## config.mk

```make
export PLATFORM = sky130hd
export DESIGN_NAME = crf_core_regs
export DESIGN_NICKNAME = d
export VERILOG_FILES = /design/src/crf_pkg.sv /design/src/crf_core_regs.sv
export SDC_FILE = /design/constraint.sdc
export NUM_CORES = 1
export LEC_CHECK = 0
export BUFFER_PORTS_ARGS = -buffer_cell sky130_fd_sc_hd__buf_2
export CORE_MARGIN = 2
export CORE_UTILIZATION = 50
export CTS_BUF_LIST = sky130_fd_sc_hd__clkbuf_8
export DETAILED_ROUTE_END_ITERATION = 7
export PLACE_DENSITY = 0.69
export SLEW_MARGIN = 20
export SYNTH_ARGS = -nofsm -noshare
export SYNTH_HDL_FRONTEND = slang
export SYNTH_SLANG_ARGS = --single-unit
```

## constraint.sdc

```tcl
create_clock -name ref_clk -period 21.8 [get_ports ref_clk]
set_clock_uncertainty 0.15 [all_clocks]
set_input_delay 1.09 -clock ref_clk [delete_from_list [all_inputs] [get_ports ref_clk]]
set_output_delay 1.09 -clock ref_clk [all_outputs]
set_load 0.03 [all_outputs]
```

## src/crf_pkg.sv

```systemverilog
// Constants, register map and carrier types for the core register file
package crf_pkg;

    // ************************************************************
    // Widths and counts
    // ************************************************************
    localparam int unsigned WORD_W    = 16;
    localparam int unsigned ADDR20_W  = 20;
    localparam int unsigned FLAGS_W   = 11;
    localparam int unsigned BANK_REGS = 7;
    localparam int unsigned BANKS     = 2;
    localparam int unsigned BUS_AW    = 8;
    localparam int unsigned BUS_DW    = 32;

    // ************************************************************
    // Register offsets (byte addresses, one word each)
    // ************************************************************
    localparam logic [7:0] OFF_BANKED_BASE = 8'h00;
    localparam logic [7:0] OFF_STRIDE      = 8'h04;
    localparam logic [7:0] OFF_VECTOR_BASE = 8'h1c;
    localparam logic [7:0] OFF_INSTR_PTR   = 8'h20;
    localparam logic [7:0] OFF_USER_SP     = 8'h24;
    localparam logic [7:0] OFF_INTR_SP     = 8'h28;
    localparam logic [7:0] OFF_STATIC_BASE = 8'h2c;
    localparam logic [7:0] OFF_FLAGS       = 8'h30;
    localparam logic [7:0] OFF_D0_HIGH     = 8'h34;
    localparam logic [7:0] OFF_D0_LOW      = 8'h38;
    localparam logic [7:0] OFF_D1_HIGH     = 8'h3c;
    localparam logic [7:0] OFF_D1_LOW      = 8'h40;
    localparam logic [7:0] OFF_PAIR_LO     = 8'h44;
    localparam logic [7:0] OFF_PAIR_HI     = 8'h48;
    localparam logic [7:0] OFF_ADDR_LONG   = 8'h4c;
    localparam logic [7:0] OFF_ACTIVE_SP   = 8'h50;

    // Banked register indices within a bank
    localparam int unsigned IDX_D0 = 0;
    localparam int unsigned IDX_D1 = 1;
    localparam int unsigned IDX_D2 = 2;
    localparam int unsigned IDX_D3 = 3;
    localparam int unsigned IDX_A0 = 4;
    localparam int unsigned IDX_A1 = 5;

    // ************************************************************
    // Status flag bit positions
    // ************************************************************
    localparam int unsigned FLG_C = 0;
    localparam int unsigned FLG_D = 1;
    localparam int unsigned FLG_Z = 2;
    localparam int unsigned FLG_S = 3;
    localparam int unsigned FLG_B = 4;
    localparam int unsigned FLG_O = 5;
    localparam int unsigned FLG_I = 6;
    localparam int unsigned FLG_U = 7;

    // ************************************************************
    // Values after reset
    // ************************************************************
    localparam logic [15:0] RST_WORD   = 16'h0000;
    localparam logic [19:0] RST_ADDR20 = 20'h00000;
    localparam logic [10:0] RST_FLAGS  = 11'h000;
    localparam logic [31:0] RD_IDLE    = 32'h0000_0000;

    // ALU result handed over for flag update
    typedef struct packed {
        logic        valid;
        logic        is_long;
        logic [31:0] result;
        logic        carry;
        logic        overflow;
    } crf_alu_res_t;

endpackage

```

## src/crf_core_regs.sv

```systemverilog
// Core register file: banked data/address registers, pointers and status flags
//
// The address-and-strobe port and the placing of the registers were chosen for this implementation.
`timescale 1ns/1ns
module crf_core_regs (
    // Clock and reset
    input  wire logic                 ref_clk,
    input  wire logic                 rst,
    // Software register port
    input  wire logic [7:0]           reg_addr,
    input  wire logic [31:0]          reg_wdata,
    input  wire logic                 reg_we,
    input  wire logic                 reg_re,
    output logic      [31:0]          reg_rdata_q,
    // ALU result for flag update
    input  wire crf_pkg::crf_alu_res_t alu_res,
    // Maskable interrupt request and acceptance
    input  wire logic                 irq_req,
    output logic                      irq_accept_q,
    // Register state towards the core
    output logic      [10:0]          flags_q,
    output logic      [19:0]          instr_ptr_q,
    output logic      [19:0]          vector_base_q,
    output logic      [15:0]          static_base_q
);

    // ************************************************************
    // Storage
    // ************************************************************
    // two banks of seven
    logic [15:0] bank_q [crf_pkg::BANKS][crf_pkg::BANK_REGS];
    logic [15:0] user_sp_q;
    logic [15:0] intr_sp_q;

    // ************************************************************
    // Address decode
    // ************************************************************
    wire logic bank_sel   = flags_q[crf_pkg::FLG_B];
    wire logic stack_sel  = flags_q[crf_pkg::FLG_U];
    wire logic hit_d0h    = reg_addr == crf_pkg::OFF_D0_HIGH;
    wire logic hit_d0l    = reg_addr == crf_pkg::OFF_D0_LOW;
    wire logic hit_d1h    = reg_addr == crf_pkg::OFF_D1_HIGH;
    wire logic hit_d1l    = reg_addr == crf_pkg::OFF_D1_LOW;
    wire logic hit_plo    = reg_addr == crf_pkg::OFF_PAIR_LO;
    wire logic hit_phi    = reg_addr == crf_pkg::OFF_PAIR_HI;
    wire logic hit_along  = reg_addr == crf_pkg::OFF_ADDR_LONG;
    wire logic hit_vbase  = reg_addr == crf_pkg::OFF_VECTOR_BASE;
    wire logic hit_ip     = reg_addr == crf_pkg::OFF_INSTR_PTR;
    wire logic hit_usp    = reg_addr == crf_pkg::OFF_USER_SP;
    wire logic hit_isp    = reg_addr == crf_pkg::OFF_INTR_SP;
    wire logic hit_sb     = reg_addr == crf_pkg::OFF_STATIC_BASE;
    wire logic hit_flags  = reg_addr == crf_pkg::OFF_FLAGS;
    wire logic hit_asp    = reg_addr == crf_pkg::OFF_ACTIVE_SP;

    // Per-entry write lanes of the active bank
    wire logic [crf_pkg::BANK_REGS-1:0] wr_hi;
    wire logic [crf_pkg::BANK_REGS-1:0] wr_lo;
    wire logic [15:0]                   wr_val [crf_pkg::BANK_REGS];
    wire logic [crf_pkg::BANK_REGS-1:0] hit_word;

    genvar j;
    generate
        for (j = 0; j < crf_pkg::BANK_REGS; j++) begin : g_lane
            wire logic long_lo = (j == crf_pkg::IDX_D0 && hit_plo)
                              || (j == crf_pkg::IDX_D1 && hit_phi)
                              || (j == crf_pkg::IDX_A0 && hit_along);
            wire logic long_hi = (j == crf_pkg::IDX_D2 && hit_plo)
                              || (j == crf_pkg::IDX_D3 && hit_phi)
                              || (j == crf_pkg::IDX_A1 && hit_along);
            // byte halves of first two words
            wire logic byte_h  = (j == crf_pkg::IDX_D0 && hit_d0h)
                              || (j == crf_pkg::IDX_D1 && hit_d1h);
            wire logic byte_l  = (j == crf_pkg::IDX_D0 && hit_d0l)
                              || (j == crf_pkg::IDX_D1 && hit_d1l);
            assign hit_word[j] = reg_addr == 8'(crf_pkg::OFF_BANKED_BASE
                                 + crf_pkg::OFF_STRIDE * j);
            assign wr_hi[j] = reg_we && (hit_word[j] || long_lo || long_hi || byte_h);
            assign wr_lo[j] = reg_we && (hit_word[j] || long_lo || long_hi || byte_l);
            assign wr_val[j] = long_hi ? reg_wdata[31:16]
                             : byte_h  ? {reg_wdata[7:0], 8'h00}
                             : reg_wdata[15:0];
        end
    endgenerate

    // ************************************************************
    // Banked registers
    // ************************************************************
    // writes land in the selected bank only
    always_ff @(posedge ref_clk or posedge rst) begin
        if (rst) begin
            for (int b = 0; b < crf_pkg::BANKS; b++) begin
                for (int r = 0; r < crf_pkg::BANK_REGS; r++) begin
                    bank_q[b][r] <= crf_pkg::RST_WORD;
                end
            end
        end else begin
            for (int r = 0; r < crf_pkg::BANK_REGS; r++) begin
                if (wr_hi[r]) begin
                    bank_q[bank_sel][r][15:8] <= wr_val[r][15:8];
                end
                if (wr_lo[r]) begin
                    bank_q[bank_sel][r][7:0] <= wr_val[r][7:0];
                end
            end
        end
    end

    // ************************************************************
    // Unbanked registers
    // ************************************************************
    // active pointer alias follows stack flag
    wire logic wr_usp = reg_we && (hit_usp || (hit_asp && !stack_sel));
    wire logic wr_isp = reg_we && (hit_isp || (hit_asp && stack_sel));

    // 20-bit vector base; 20-bit pointer; static base
    always_ff @(posedge ref_clk or posedge rst) begin
        if (rst) begin
            user_sp_q     <= crf_pkg::RST_WORD;
            intr_sp_q     <= crf_pkg::RST_WORD;
            vector_base_q <= crf_pkg::RST_ADDR20;
            instr_ptr_q   <= crf_pkg::RST_ADDR20;
            static_base_q <= crf_pkg::RST_WORD;
        end else begin
            if (wr_usp) begin
                user_sp_q <= reg_wdata[15:0];
            end
            if (wr_isp) begin
                intr_sp_q <= reg_wdata[15:0];
            end
            if (reg_we && hit_vbase) begin
                vector_base_q <= reg_wdata[19:0];
            end
            if (reg_we && hit_ip) begin
                instr_ptr_q <= reg_wdata[19:0];
            end
            if (reg_we && hit_sb) begin
                static_base_q <= reg_wdata[15:0];
            end
        end
    end

    // ************************************************************
    // Status flags
    // ************************************************************
    // zero test at the operand width
    wire logic alu_zero = alu_res.is_long ? (alu_res.result == 32'h0000_0000)
                                          : (alu_res.result[15:0] == 16'h0000);
    // sign is the top bit at the operand width
    wire logic alu_sign = alu_res.is_long ? alu_res.result[31] : alu_res.result[15];
    // only an enabled core accepts a maskable request
    wire logic accept   = irq_req && flags_q[crf_pkg::FLG_I];

    logic [10:0] flags_d;
    // ALU update beats a software write; acceptance beats both for the enable
    always_comb begin
        flags_d = flags_q;
        // whole 11-bit register writable; debug bit left to software
        if (reg_we && hit_flags) begin
            flags_d = reg_wdata[10:0];
        end
        if (alu_res.valid) begin
            flags_d[crf_pkg::FLG_C] = alu_res.carry;
            flags_d[crf_pkg::FLG_Z] = alu_zero;
            flags_d[crf_pkg::FLG_S] = alu_sign;
            flags_d[crf_pkg::FLG_O] = alu_res.overflow;
        end
        if (accept) begin
            flags_d[crf_pkg::FLG_I] = 1'b0;
        end
    end

    always_ff @(posedge ref_clk or posedge rst) begin
        if (rst) begin
            flags_q      <= crf_pkg::RST_FLAGS;
            irq_accept_q <= 1'b0;
        end else begin
            flags_q      <= flags_d;
            irq_accept_q <= accept;
        end
    end

    // ************************************************************
    // Read path
    // ************************************************************
    wire logic [15:0] sp_active = stack_sel ? intr_sp_q : user_sp_q;
    wire logic [15:0] d0 = bank_q[bank_sel][crf_pkg::IDX_D0];
    wire logic [15:0] d1 = bank_q[bank_sel][crf_pkg::IDX_D1];
    wire logic [15:0] d2 = bank_q[bank_sel][crf_pkg::IDX_D2];
    wire logic [15:0] d3 = bank_q[bank_sel][crf_pkg::IDX_D3];
    wire logic [15:0] a0 = bank_q[bank_sel][crf_pkg::IDX_A0];
    wire logic [15:0] a1 = bank_q[bank_sel][crf_pkg::IDX_A1];
    wire logic [15:0] fb = bank_q[bank_sel][6];

    // Unmapped offsets read as zero
    wire logic [31:0] rd_mux =
          hit_word[0] ? {16'h0000, d0}
        : hit_word[1] ? {16'h0000, d1}
        : hit_word[2] ? {16'h0000, d2}
        : hit_word[3] ? {16'h0000, d3}
        : hit_word[4] ? {16'h0000, a0}
        : hit_word[5] ? {16'h0000, a1}
        // frame base of the active bank
        : hit_word[6] ? {16'h0000, fb}
        : hit_vbase   ? {12'h000, vector_base_q}
        : hit_ip      ? {12'h000, instr_ptr_q}
        : hit_usp     ? {16'h0000, user_sp_q}
        : hit_isp     ? {16'h0000, intr_sp_q}
        : hit_sb      ? {16'h0000, static_base_q}
        : hit_flags   ? {21'h000000, flags_q}
        : hit_d0h     ? {24'h000000, d0[15:8]}
        : hit_d0l     ? {24'h000000, d0[7:0]}
        : hit_d1h     ? {24'h000000, d1[15:8]}
        : hit_d1l     ? {24'h000000, d1[7:0]}
        : hit_plo     ? {d2, d0}
        : hit_phi     ? {d3, d1}
        : hit_along   ? {a1, a0}
        : hit_asp     ? {16'h0000, sp_active}
        : crf_pkg::RD_IDLE;

    // Data stands only in the cycle after the strobe
    always_ff @(posedge ref_clk or posedge rst) begin
        if (rst) begin
            reg_rdata_q <= crf_pkg::RD_IDLE;
        end else begin
            reg_rdata_q <= reg_re ? rd_mux : crf_pkg::RD_IDLE;
        end
    end
endmodule

```

==> flow_summary.json, run 1 <==
{
  "p_leak_nw": 9.63,
  "drive_gt1_share_pct": 27.5,
  "io_pins": 181,
  "place_area_um2": 19600,
  "cts_setup_buffers": 0,
  "drtAntennaViolNets": 0,
  "nets": 1999,
  "track_usage_pct": 35.7,
  "syn-num-nets": 1879,
  "fin_area_um2": 21000,
  "synthTopCellsByCount": "dfrtp_1 (356), nand2_1 (257), o21ai_0 (231)",
  "io_buffers": 180,
  "rows": 70,
  "hold_path_class": "register to register",
  "rsz0062_at_grt": "false",
  "avgSynthCellArea_um2": 10.3,
  "cts.repair.resized": 0,
  "cp-start-kind": "primary input",
  "core_um2": 36500,
  "grt_pass1_vias": 15500,
  "firstDrtPassIters": 6,
  "worstPathRequired_ps": 22190,
  "drt-vias-per-instance": 6.48,
  "die_x_um": 196,
  "synth_area_leaders": "dfrtp_1 (48%), mux2_2 (12%), mux2i_1 (8.4%)",
  "die_h_um": 196,
  "ir_drop_uv": 46.5,
  "yosysWarnings": 0,
  "synth_edf_count": 0,
  "fin_hold_ws_ps": 328,
  "hold_viol_final": 0,
  "syn-instance-count": 1798,
  "routed_wirelength_um": 68400,
  "clk_pin_slew_worst_paths_ps": 70,
  "finalSetupViolations": 0,
  "tns_ps": 0,
  "antenna_found_initial": 3,
  "dpl.hpwl_um": 47300,
  "critical_path_class": "primary input to register",
  "async_reset_ff_share_pct": 100,
  "die_area_um2": 38500,
  "slew_violations": 0,
  "gp_congestion": 1.04,
  "critPathArrivalTime_ps": 4520,
  "ys_types": 78,
  "finalCritPeriodShare_pct": 18.9,
  "drc": 0,
  "synth_most_common_cell": "dfrtp_1",
  "grt_max_degree": 186,
  "slew_headroom_pct": 24.7,
  "synth_top_area_share_pct": 48.2,
  "synth_top_cell_by_area": "dfrtp_1",
  "regArea_um2": 8910,
  "nFillCells": 3194,
  "multi_input_area_um2": 9000,
  "cp_max_fo": 24,
  "maxCapViolCount": 0,
  "grt_overflow": 0,
  "layout_min_cycle_time_ps": 4130,
  "synth_seq_cells": 356,
  "worst_pin_slew_ps": 1120,
  "area_delta_synth_final_pct": 13.4,
  "cts.sinks": 356,
  "postCtsHoldBufs": 0,
  "tritoncts": "done",
  "vias": 15800,
  "cts_root_buffer": "clkbuf_8",
  "drt_iter0_markers": 1851,
  "cts_max_path_buffers": 3,
  "grt_pass1_wl_um": 102000,
  "fmax_ghz": 0.242,
  "yosys_most_used_dff": "dfrtp_1",
  "status": "finished, final reports clean",
  "p_per_area_nw_per_um2": 74.2,
  "clk_latency_ps": 670,
  "synth_seq_area_share_pct": 48.2,
  "syn_area_um2": 18500,
  "start_util_pct": 50.6,
  "critPathCaptureType": "register",
  "cts_buffers": 58,
  "wl_per_cell_um": 28.1,
  "htree_num_levels": 2
}
## layer usage
metal / track usage [%] / vias up / wire [um]
met2: 54.2 / 906 / 30400
met5: 0 / - / 11
met4: 19.3 / 2 / 3720
li1: - / 6793 / -
met1: 48.8 / 7850 / 28400
met3: 6.76 / 220 / 5840
## sequential cells by signal (all words and copies together), names as in the netlist
signal         flops
user_sp_q         16
static_base_q     16
bank_q           224
vector_base_q     20
reg_rdata_q       32
flags_q           11
intr_sp_q         16
instr_ptr_q       20
irq_accept_q       1
## power breakdown
| part | internal, mW | switching (mW) | leakage (nW) |
|---|---|---|---|
| combinational | 0.0574 | 0.126 | 3.98 |
| sequential | 0.692 | 0.0238 | 4.90 |
| clock | 0.379 | 0.278 | 0.743 |
## worst max-delay path, stage by stage
cell	delay [ps]
buf_2	460
nand4bb_1	840
nor2_4	860
buf_4	420
o21ai_2	370
mux2_2	420
## cell families (layout without fill, tap and decap cells)
group,count (synthesis),after routing,share of synthesized area [%]
AO/OA/AOI/OAI,505,505,16.4
buffers and inverters,154,320,3.77
flip-flops,356,356,48.2
multiplexers,365,365,21.4
other,0,2,0
AND/OR/NAND/NOR,418,418,10.2
## cell type report
cell class / count / area share, %
clock buffer: 75 / 4.92
timing repair buffer: 207 / 5.32
inverter: 7 / 0.161
tap: 468 / 2.79
sequential: 356 / 42.5
antenna: 2 / 0.0239
multi-input combinational: 1288 / 42.9
clock inverter: 31 / 1.40
## path summary, 6_finish.rpt
| check | from | to | slack, ps | depth (start not counted) |
|---|---|---|---|---|
| setup reg to reg | flags_q[4] | bank_q[0] | 17750 | 5 |
| hold / removal | bank_q[85] | bank_q[85] | 330 | 2 |
| setup / recovery | reg_addr[2] | bank_q[47] | 17670 | 6 |
| min in group asynchronous | rst | bank_q[61] | 370 | 2 |
| max in group asynchronous | rst | flags_q[6] | 19550 | 3 |
| hold reg to reg | bank_q[85] | bank_q[85] | 330 | 2 |
## stage by stage
step	setup slack, ps	power (mW)	utilization [%]	cells
floorplan	10680	0.831	-	1798
global placement	17200	0.903	53.7	2326
detailed placement	17100	0.906	53.7	2326
CTS	17670	1.56	57.4	2432
global route	17670	1.61	57.4	2434
finish	17670	1.56	57.4	2434
## layout by cell type (no fill, tap or decap), types with 26 or more instances in the layout
master    netlist  final
dfrtp_1       356    355
nand2_1       257    257
o21ai_0       231    227
mux2_2        195    195
buf_2          44    180
mux2i_1       155    155
a21oi_1        86     86
clkbuf_8        0     75
nor2_1         73     72
o22ai_1        41     41
buf_4           7     26
No activity file was read; power rests on OpenSTA's default activity.
==> run 2, diff against run 1 <==
- clock period: 21.8 -> 4.15 ns (I/O delays scaled with it)
==> run 2 against run 1 <==
Against the previous run:
- hold slack got worse by 230 ps
- sequential power increased to 5.3 times the previous value
- global-route usage increased by 1.6 points
- core utilization increased by 2.5 points
- total power increased to 5.4 times the previous value
- highest routed layer is now met4
==> flow_summary.json, run 2 (synthesis results as in run 1) <==
{
  "slew_violations": 0,
  "layout_min_cycle_time_ps": 3180,
  "nets": 2098,
  "cts_buffers": 59,
  "critical_path_class": "primary input to register",
  "tns_ps": 0,
  "cts_max_path_buffers": 3,
  "grt_overflow": 0,
  "die_x_um": 196,
  "drtAntennaViolNets": 0,
  "clk_latency_ps": 680,
  "rsz0062_at_grt": "false",
  "routed_wirelength_um": 71800,
  "drt-vias-per-instance": 6.46,
  "gp_congestion": 1.02,
  "slew_headroom_pct": 28.1,
  "grt_max_degree": 121,
  "hold_viol_final": 0,
  "grt_pass1_vias": 16100,
  "firstDrtPassIters": 8,
  "critPathArrivalTime_ps": 3580,
  "core_um2": 36500,
  "critPathCaptureType": "register",
  "io_pins": 181,
  "drt_iter0_markers": 1808,
  "intPower_mw": 6.01,
  "worst_pin_slew_ps": 1080,
  "dpl.hpwl_um": 50200,
  "path_buf_inv": 2,
  "largest_reg_flops": 224,
  "clkPwrFrac_pct": 42.5,
  "combPwrFrac_pct": 12.4,
  "largest-register": "bank_q",
  "htree_num_levels": 2,
  "cts.sinks": 356,
  "reg_top3": "bank_q x224, reg_rdata_q x32",
  "cpMaxStageDelayCell": "or4bb_1",
  "wl_per_cell_um": 28.3,
  "p_seq_share_pct": 45.1,
  "power.switching_mw": 2.33,
  "dp.cells": 2370,
  "final_util_pct": 60.0,
  "hold_path_class": "primary input to register",
  "cts_root_buffer": "clkbuf_8",
  "drive_gt1_share_pct": 28.6,
  "path_cells": "buf_2 -> or4bb_1 -> nor2_2 -> nand2_1 -> mux2_2 -> nor2_1 -> a21oi_1 -> dlygate4sd3_1",
  "tritoncts": "done",
  "vias": 16400,
  "die_h_um": 196,
  "final_common_cell": "dfrtp_1",
  "cp-start-kind": "primary input",
  "finalCritPeriodShare_pct": 76.5,
  "slowest_delay_ps": 840,
  "clk_pin_slew_worst_paths_ps": 70,
  "fmax_ghz": 0.315,
  "worstPathRequired_ps": 4550,
  "antenna_found_initial": 1,
  "final_cells": 2537,
  "cp_max_fo": 16,
  "start_util_pct": 50.6,
  "nFillCells": 3100,
  "p_per_area_nw_per_um2": 381,
  "rows": 70,
  "final_cell_mix": "dfrtp_1 (355), nand2_1 (257), o21ai_0 (227)",
  "die_area_um2": 38500,
  "drc": 0,
  "area_delta_synth_final_pct": 18.4,
  "io_buffers": 180,
  "switching_share_pct": 27.9,
  "maxCapViolCount": 0,
  "p_leak_nw": 10.1,
  "cp_top_family": "simple AND/OR/NAND/NOR gates",
  "track_usage_pct": 37.4,
  "grt_pass1_wl_um": 106000,
  "ir_drop_uv": 528,
  "status": "finished, final reports clean",
  "finalSetupViolations": 0,
  "total_power_mw": 8.34
}
run 2: cell count changes in the layout (fill, tap and decap cells not counted), sizes merged:
cell | previous run | this run
clkbuf | 75 | 76
clkinvlp | 1 | 4
diode | 2 | 3
inv | 24 | 23
clkinv | 7 | 8
buf | 207 | 251
dlygate4sd3 | 0 | 54
run 2: area by class of cell:
cell class,count,area (um2),area share (%)
antenna,3,7.51,0.0343
clock buffer,76,1050,4.78
clock inverter,34,323,1.47
inverter,7,30.0,0.137
multi-input combinational,1288,8980,41.0
sequential,356,8910,40.7
tap,468,586,2.67
timing repair buffer,305,2020,9.24
run 2: power groups by stage:
| stage | Clock, mW | Sequential [mW] | Combinational [mW] |
|---|---|---|---|
| 4_1_cts | 3.57 | 3.76 | 1.01 |
| 6_report | 3.55 | 3.76 | 1.03 |
| 5_1_grt | 3.73 | 3.78 | 1.09 |
| 2_1_floorplan | 0 | 3.84 | 0.525 |
| 3_5_place_dp | 0 | 3.82 | 0.969 |
| 3_3_place_gp | 0 | 3.81 | 0.956 |
run 2: metal layers:
metal	global-route usage [%]	part of all wire (%)	vias to the layer above
met5	0	0	-
met4	19.8	5.1	0
met3	6.10	8.1	206
met2	58.8	47	910
met1	49.9	40	8284
li1	-	-	6980
run 2: path summary, 6_finish.rpt:
kind                               from              to  slack, ps  depth (start not counted)
setup / recovery            reg_addr[5]      flags_q[3]        970                          8
setup reg to reg             flags_q[4]  reg_rdata_q[6]       1090                          6
hold reg to reg              bank_q[23]      bank_q[23]        320                          2
hold / removal             reg_wdata[8]      bank_q[56]        100                          3
min in group asynchronous           rst      bank_q[65]        600                          4
max in group asynchronous           rst      flags_q[4]       2110                          5
run 2: through the flow:
stage | setup WS [ps] | hold WS, ps | instance area, um2
floorplan | -978 | 142 | 18500
global placement | 666 | 148 | 20000
detailed placement | 958 | 149 | 20000
CTS | 1110 | 51.0 | 21900
global route | 965 | 81.3 | 21900
finish | 974 | 98.4 | 21900
run 2: repair_timing:
action / 4_1_cts / 5_1_grt
endpoints found under the hold margin: 368 / 0
resized for setup: 0 / 0
hold buffers: 54 / 0
buffers inserted: 0 / 0
run 2: worst register-to-register path, cell delays in order, from the launching register on:
cell      delay [ps]
dfrtp_4          850
buf_4            410
mux2i_1          670
a21oi_1          160
o221ai_1         240
a21oi_1          120
o311a_1          360
==> run 3, diff against run 2 <==
- ABC_AREA: unset -> 1
- PLACE_DENSITY: 0.69 -> 0.72
- clock period: 4.15 -> 2.9 ns (I/O delays scaled with it)
==> run 3 against run 2 <==
Against the previous run:
- global-route usage is 0.25 points higher
- cell count up 23%
- combinational power grew 50%
- flip-flop and latch count is the same
- non-clock buffer count up 57
- clock power up 33%
- critical endpoint is now reg_rdata_q[2]
==> flow_summary.json, run 3 <==
{
  "status": "finished, final reports clean",
  "firstDrtPassIters": 6,
  "hold_path_class": "primary input to async pin",
  "largest_reg_flops": 224,
  "synth_area_leaders": "dfrtp_1 (49%), nand2_1 (17%), o21ai_0 (11%)",
  "slew_headroom_pct": 34.3,
  "dp.cells": 2951,
  "drc": 0,
  "nets": 2698,
  "worstPathRequired_ps": 3320,
  "cpMaxStageDelayCell": "dfrtp_4",
  "fmax_ghz": 0.350,
  "drt_iter0_markers": 2184,
  "clk_pin_slew_worst_paths_ps": 80,
  "yosysWarnings": 0,
  "async_reset_ff_share_pct": 100,
  "p_leak_nw": 10.9,
  "p_per_area_nw_per_um2": 533,
  "cts.sinks": 356,
  "avgSynthCellArea_um2": 7.70,
  "path_cells": "buf_12 -> buf_4 -> o21ai_0 -> buf_4 -> o21ai_0 -> inv_1 -> nand4_1 -> nand2_2 -> nand4_1 -> nand2_2 -> nand3_2 -> nand2_1 -> nand3_1 -> nand2_1 -> a21oi_1",
  "layout_min_cycle_time_ps": 2850,
  "start_util_pct": 50.7,
  "synth_top_area_share_pct": 49.4,
  "cts_max_path_buffers": 3,
  "tritoncts": "done",
  "cp_max_fo": 29,
  "multi_input_area_um2": 8010,
  "synth_seq_area_share_pct": 49.4,
  "drtAntennaViolNets": 0,
  "tns_ps": 0,
  "cp-start-kind": "register",
  "area_delta_synth_final_pct": 21.5,
  "critPathArrivalTime_ps": 3280,
  "syn-num-nets": 2422,
  "drive_gt1_share_pct": 19.3,
  "synth_seq_cells": 356,
  "maxCapViolCount": 0,
  "synth_most_common_cell": "nand2_1",
  "final_cells": 3126,
  "io_buffers": 180,
  "cts_buffers": 58,
  "slowest_delay_ps": 510,
  "clk_latency_ps": 690,
  "regArea_um2": 8910,
  "hold_viol_final": 0,
  "grt_pass1_vias": 17600,
  "synthTopCellsByCount": "nand2_1 (835), o21ai_0 (407), dfrtp_1 (356)",
  "worst_pin_slew_ps": 985,
  "track_usage_pct": 37.6,
  "die_area_um2": 37600,
  "final_cell_mix": "nand2_1 (824), o21ai_0 (393), dfrtp_1 (355)",
  "die_h_um": 194,
  "reg_top3": "bank_q x224, reg_rdata_q x32",
  "routed_wirelength_um": 71000,
  "gp_congestion": 1.06,
  "critPathCaptureType": "register",
  "syn-instance-count": 2341,
  "grt_overflow": 0,
  "wl_per_cell_um": 22.7,
  "ys_types": 43,
  "syn_area_um2": 18000,
  "htree_num_levels": 2,
  "grt_pass1_wl_um": 108000,
  "nFillCells": 3231,
  "final_common_cell": "nand2_1",
  "rows": 69,
  "io_pins": 181,
  "vias": 18400,
  "dpl.hpwl_um": 50100,
  "critical_path_class": "register to register",
  "ir_drop_uv": 349,
  "synth_edf_count": 0,
  "drt-vias-per-instance": 5.87,
  "slew_violations": 0,
  "synth_top_cell_by_area": "dfrtp_1",
  "die_x_um": 194,
  "cts_root_buffer": "clkbuf_8",
  "rsz0062_at_grt": "true",
  "antenna_found_initial": 3,
  "yosys_most_used_dff": "dfrtp_1",
  "core_um2": 35600,
  "finalCritPeriodShare_pct": 98.4,
  "finalSetupViolations": 0,
  "largest-register": "bank_q",
  "grt_max_degree": 63
}
## run 3: report_power, final
| group | internal [mW] | total, mW | switching (mW) |
|---|---|---|---|
| logic | 0.510 | 1.55 | 1.03 |
| registers | 5.22 | 5.39 | 0.173 |
| clock network | 2.55 | 4.73 | 2.18 |
| total | 8.28 | 11.7 | 3.39 |
## run 3: final timing paths
| path | slack, ps | from | endpoint | depth (start not counted) |
|---|---|---|---|---|
| hold / removal | 50 | rst | bank_q[51] | 3 |
| max in group asynchronous | 1740 | rst | static_base_q[5] | 4 |
| setup reg to reg | 50 | flags_q[4] | reg_rdata_q[2] | 15 |
| setup / recovery | 50 | flags_q[4] | reg_rdata_q[2] | 15 |
| hold reg to reg | 330 | bank_q[130] | bank_q[130] | 2 |
| min in group ref_clk | 70 | irq_req | irq_accept_q | 4 |
## run 3: per-layer routing
metal	part of all wire [%]	track usage, %
met5	0.031	0
met4	4.6	16.9
met3	13	10.3
met2	43	55.6
met1	40	51.9
## run 3: timing repair
| action | CTS | global route |
|---|---|---|
| pin swaps | 0 | 6 |
| resized for setup | 10 | 36 |
| cloned | 0 | 1 |
| setup buffers | 0 | 11 |
| hold buffers | 49 | 7 |
| hold endpoints to repair | 333 | 1 |
| endpoints found under the setup margin | 5 | 14 |
## run 3: kinds of logic (layout without fill, tap and decap cells)
group	after synthesis	after routing	synth area share, %
and+or+nand+nor	1075	1075	24.6
AOI/OAI and AO/OA	566	566	16.4
DFF	356	356	49.4
buffers and inverters	297	620	6.72
muxes	47	47	2.83
other	0	1	0
## run 3: critical path, delay by kind of cell (launching register included)
kind | cells | cell delay (ps)
compound gates | 3 | 580
buf+inv | 4 | 620
flops | 1 | 510
simple gates | 8 | 860
## run 3: final cells by class
type,instances,area share [%]
clock inverters,34,1.15
diodes,1,0.0114
flip-flops and latches,356,40.7
well taps,461,2.63
clock buffers,73,4.59
multi-input cells,1688,36.5
repair buffers,362,11.8
inverters,151,2.60
## run 3: metrics by stage
step                utilization [%]  setup slack [ps]  hold slack (ps)  total power, mW  area [um2]
global placement               55.8              -196              187             6.84       19900
finish                         61.6              46.1             49.1             11.7       21900
CTS                            60.8              1.16             30.6             11.6       21600
detailed placement             55.8              -221              196             6.87       19900
floorplan                         -             -2170              112             6.24       18000
global route                   61.6             -31.6             86.0             12.1       21900
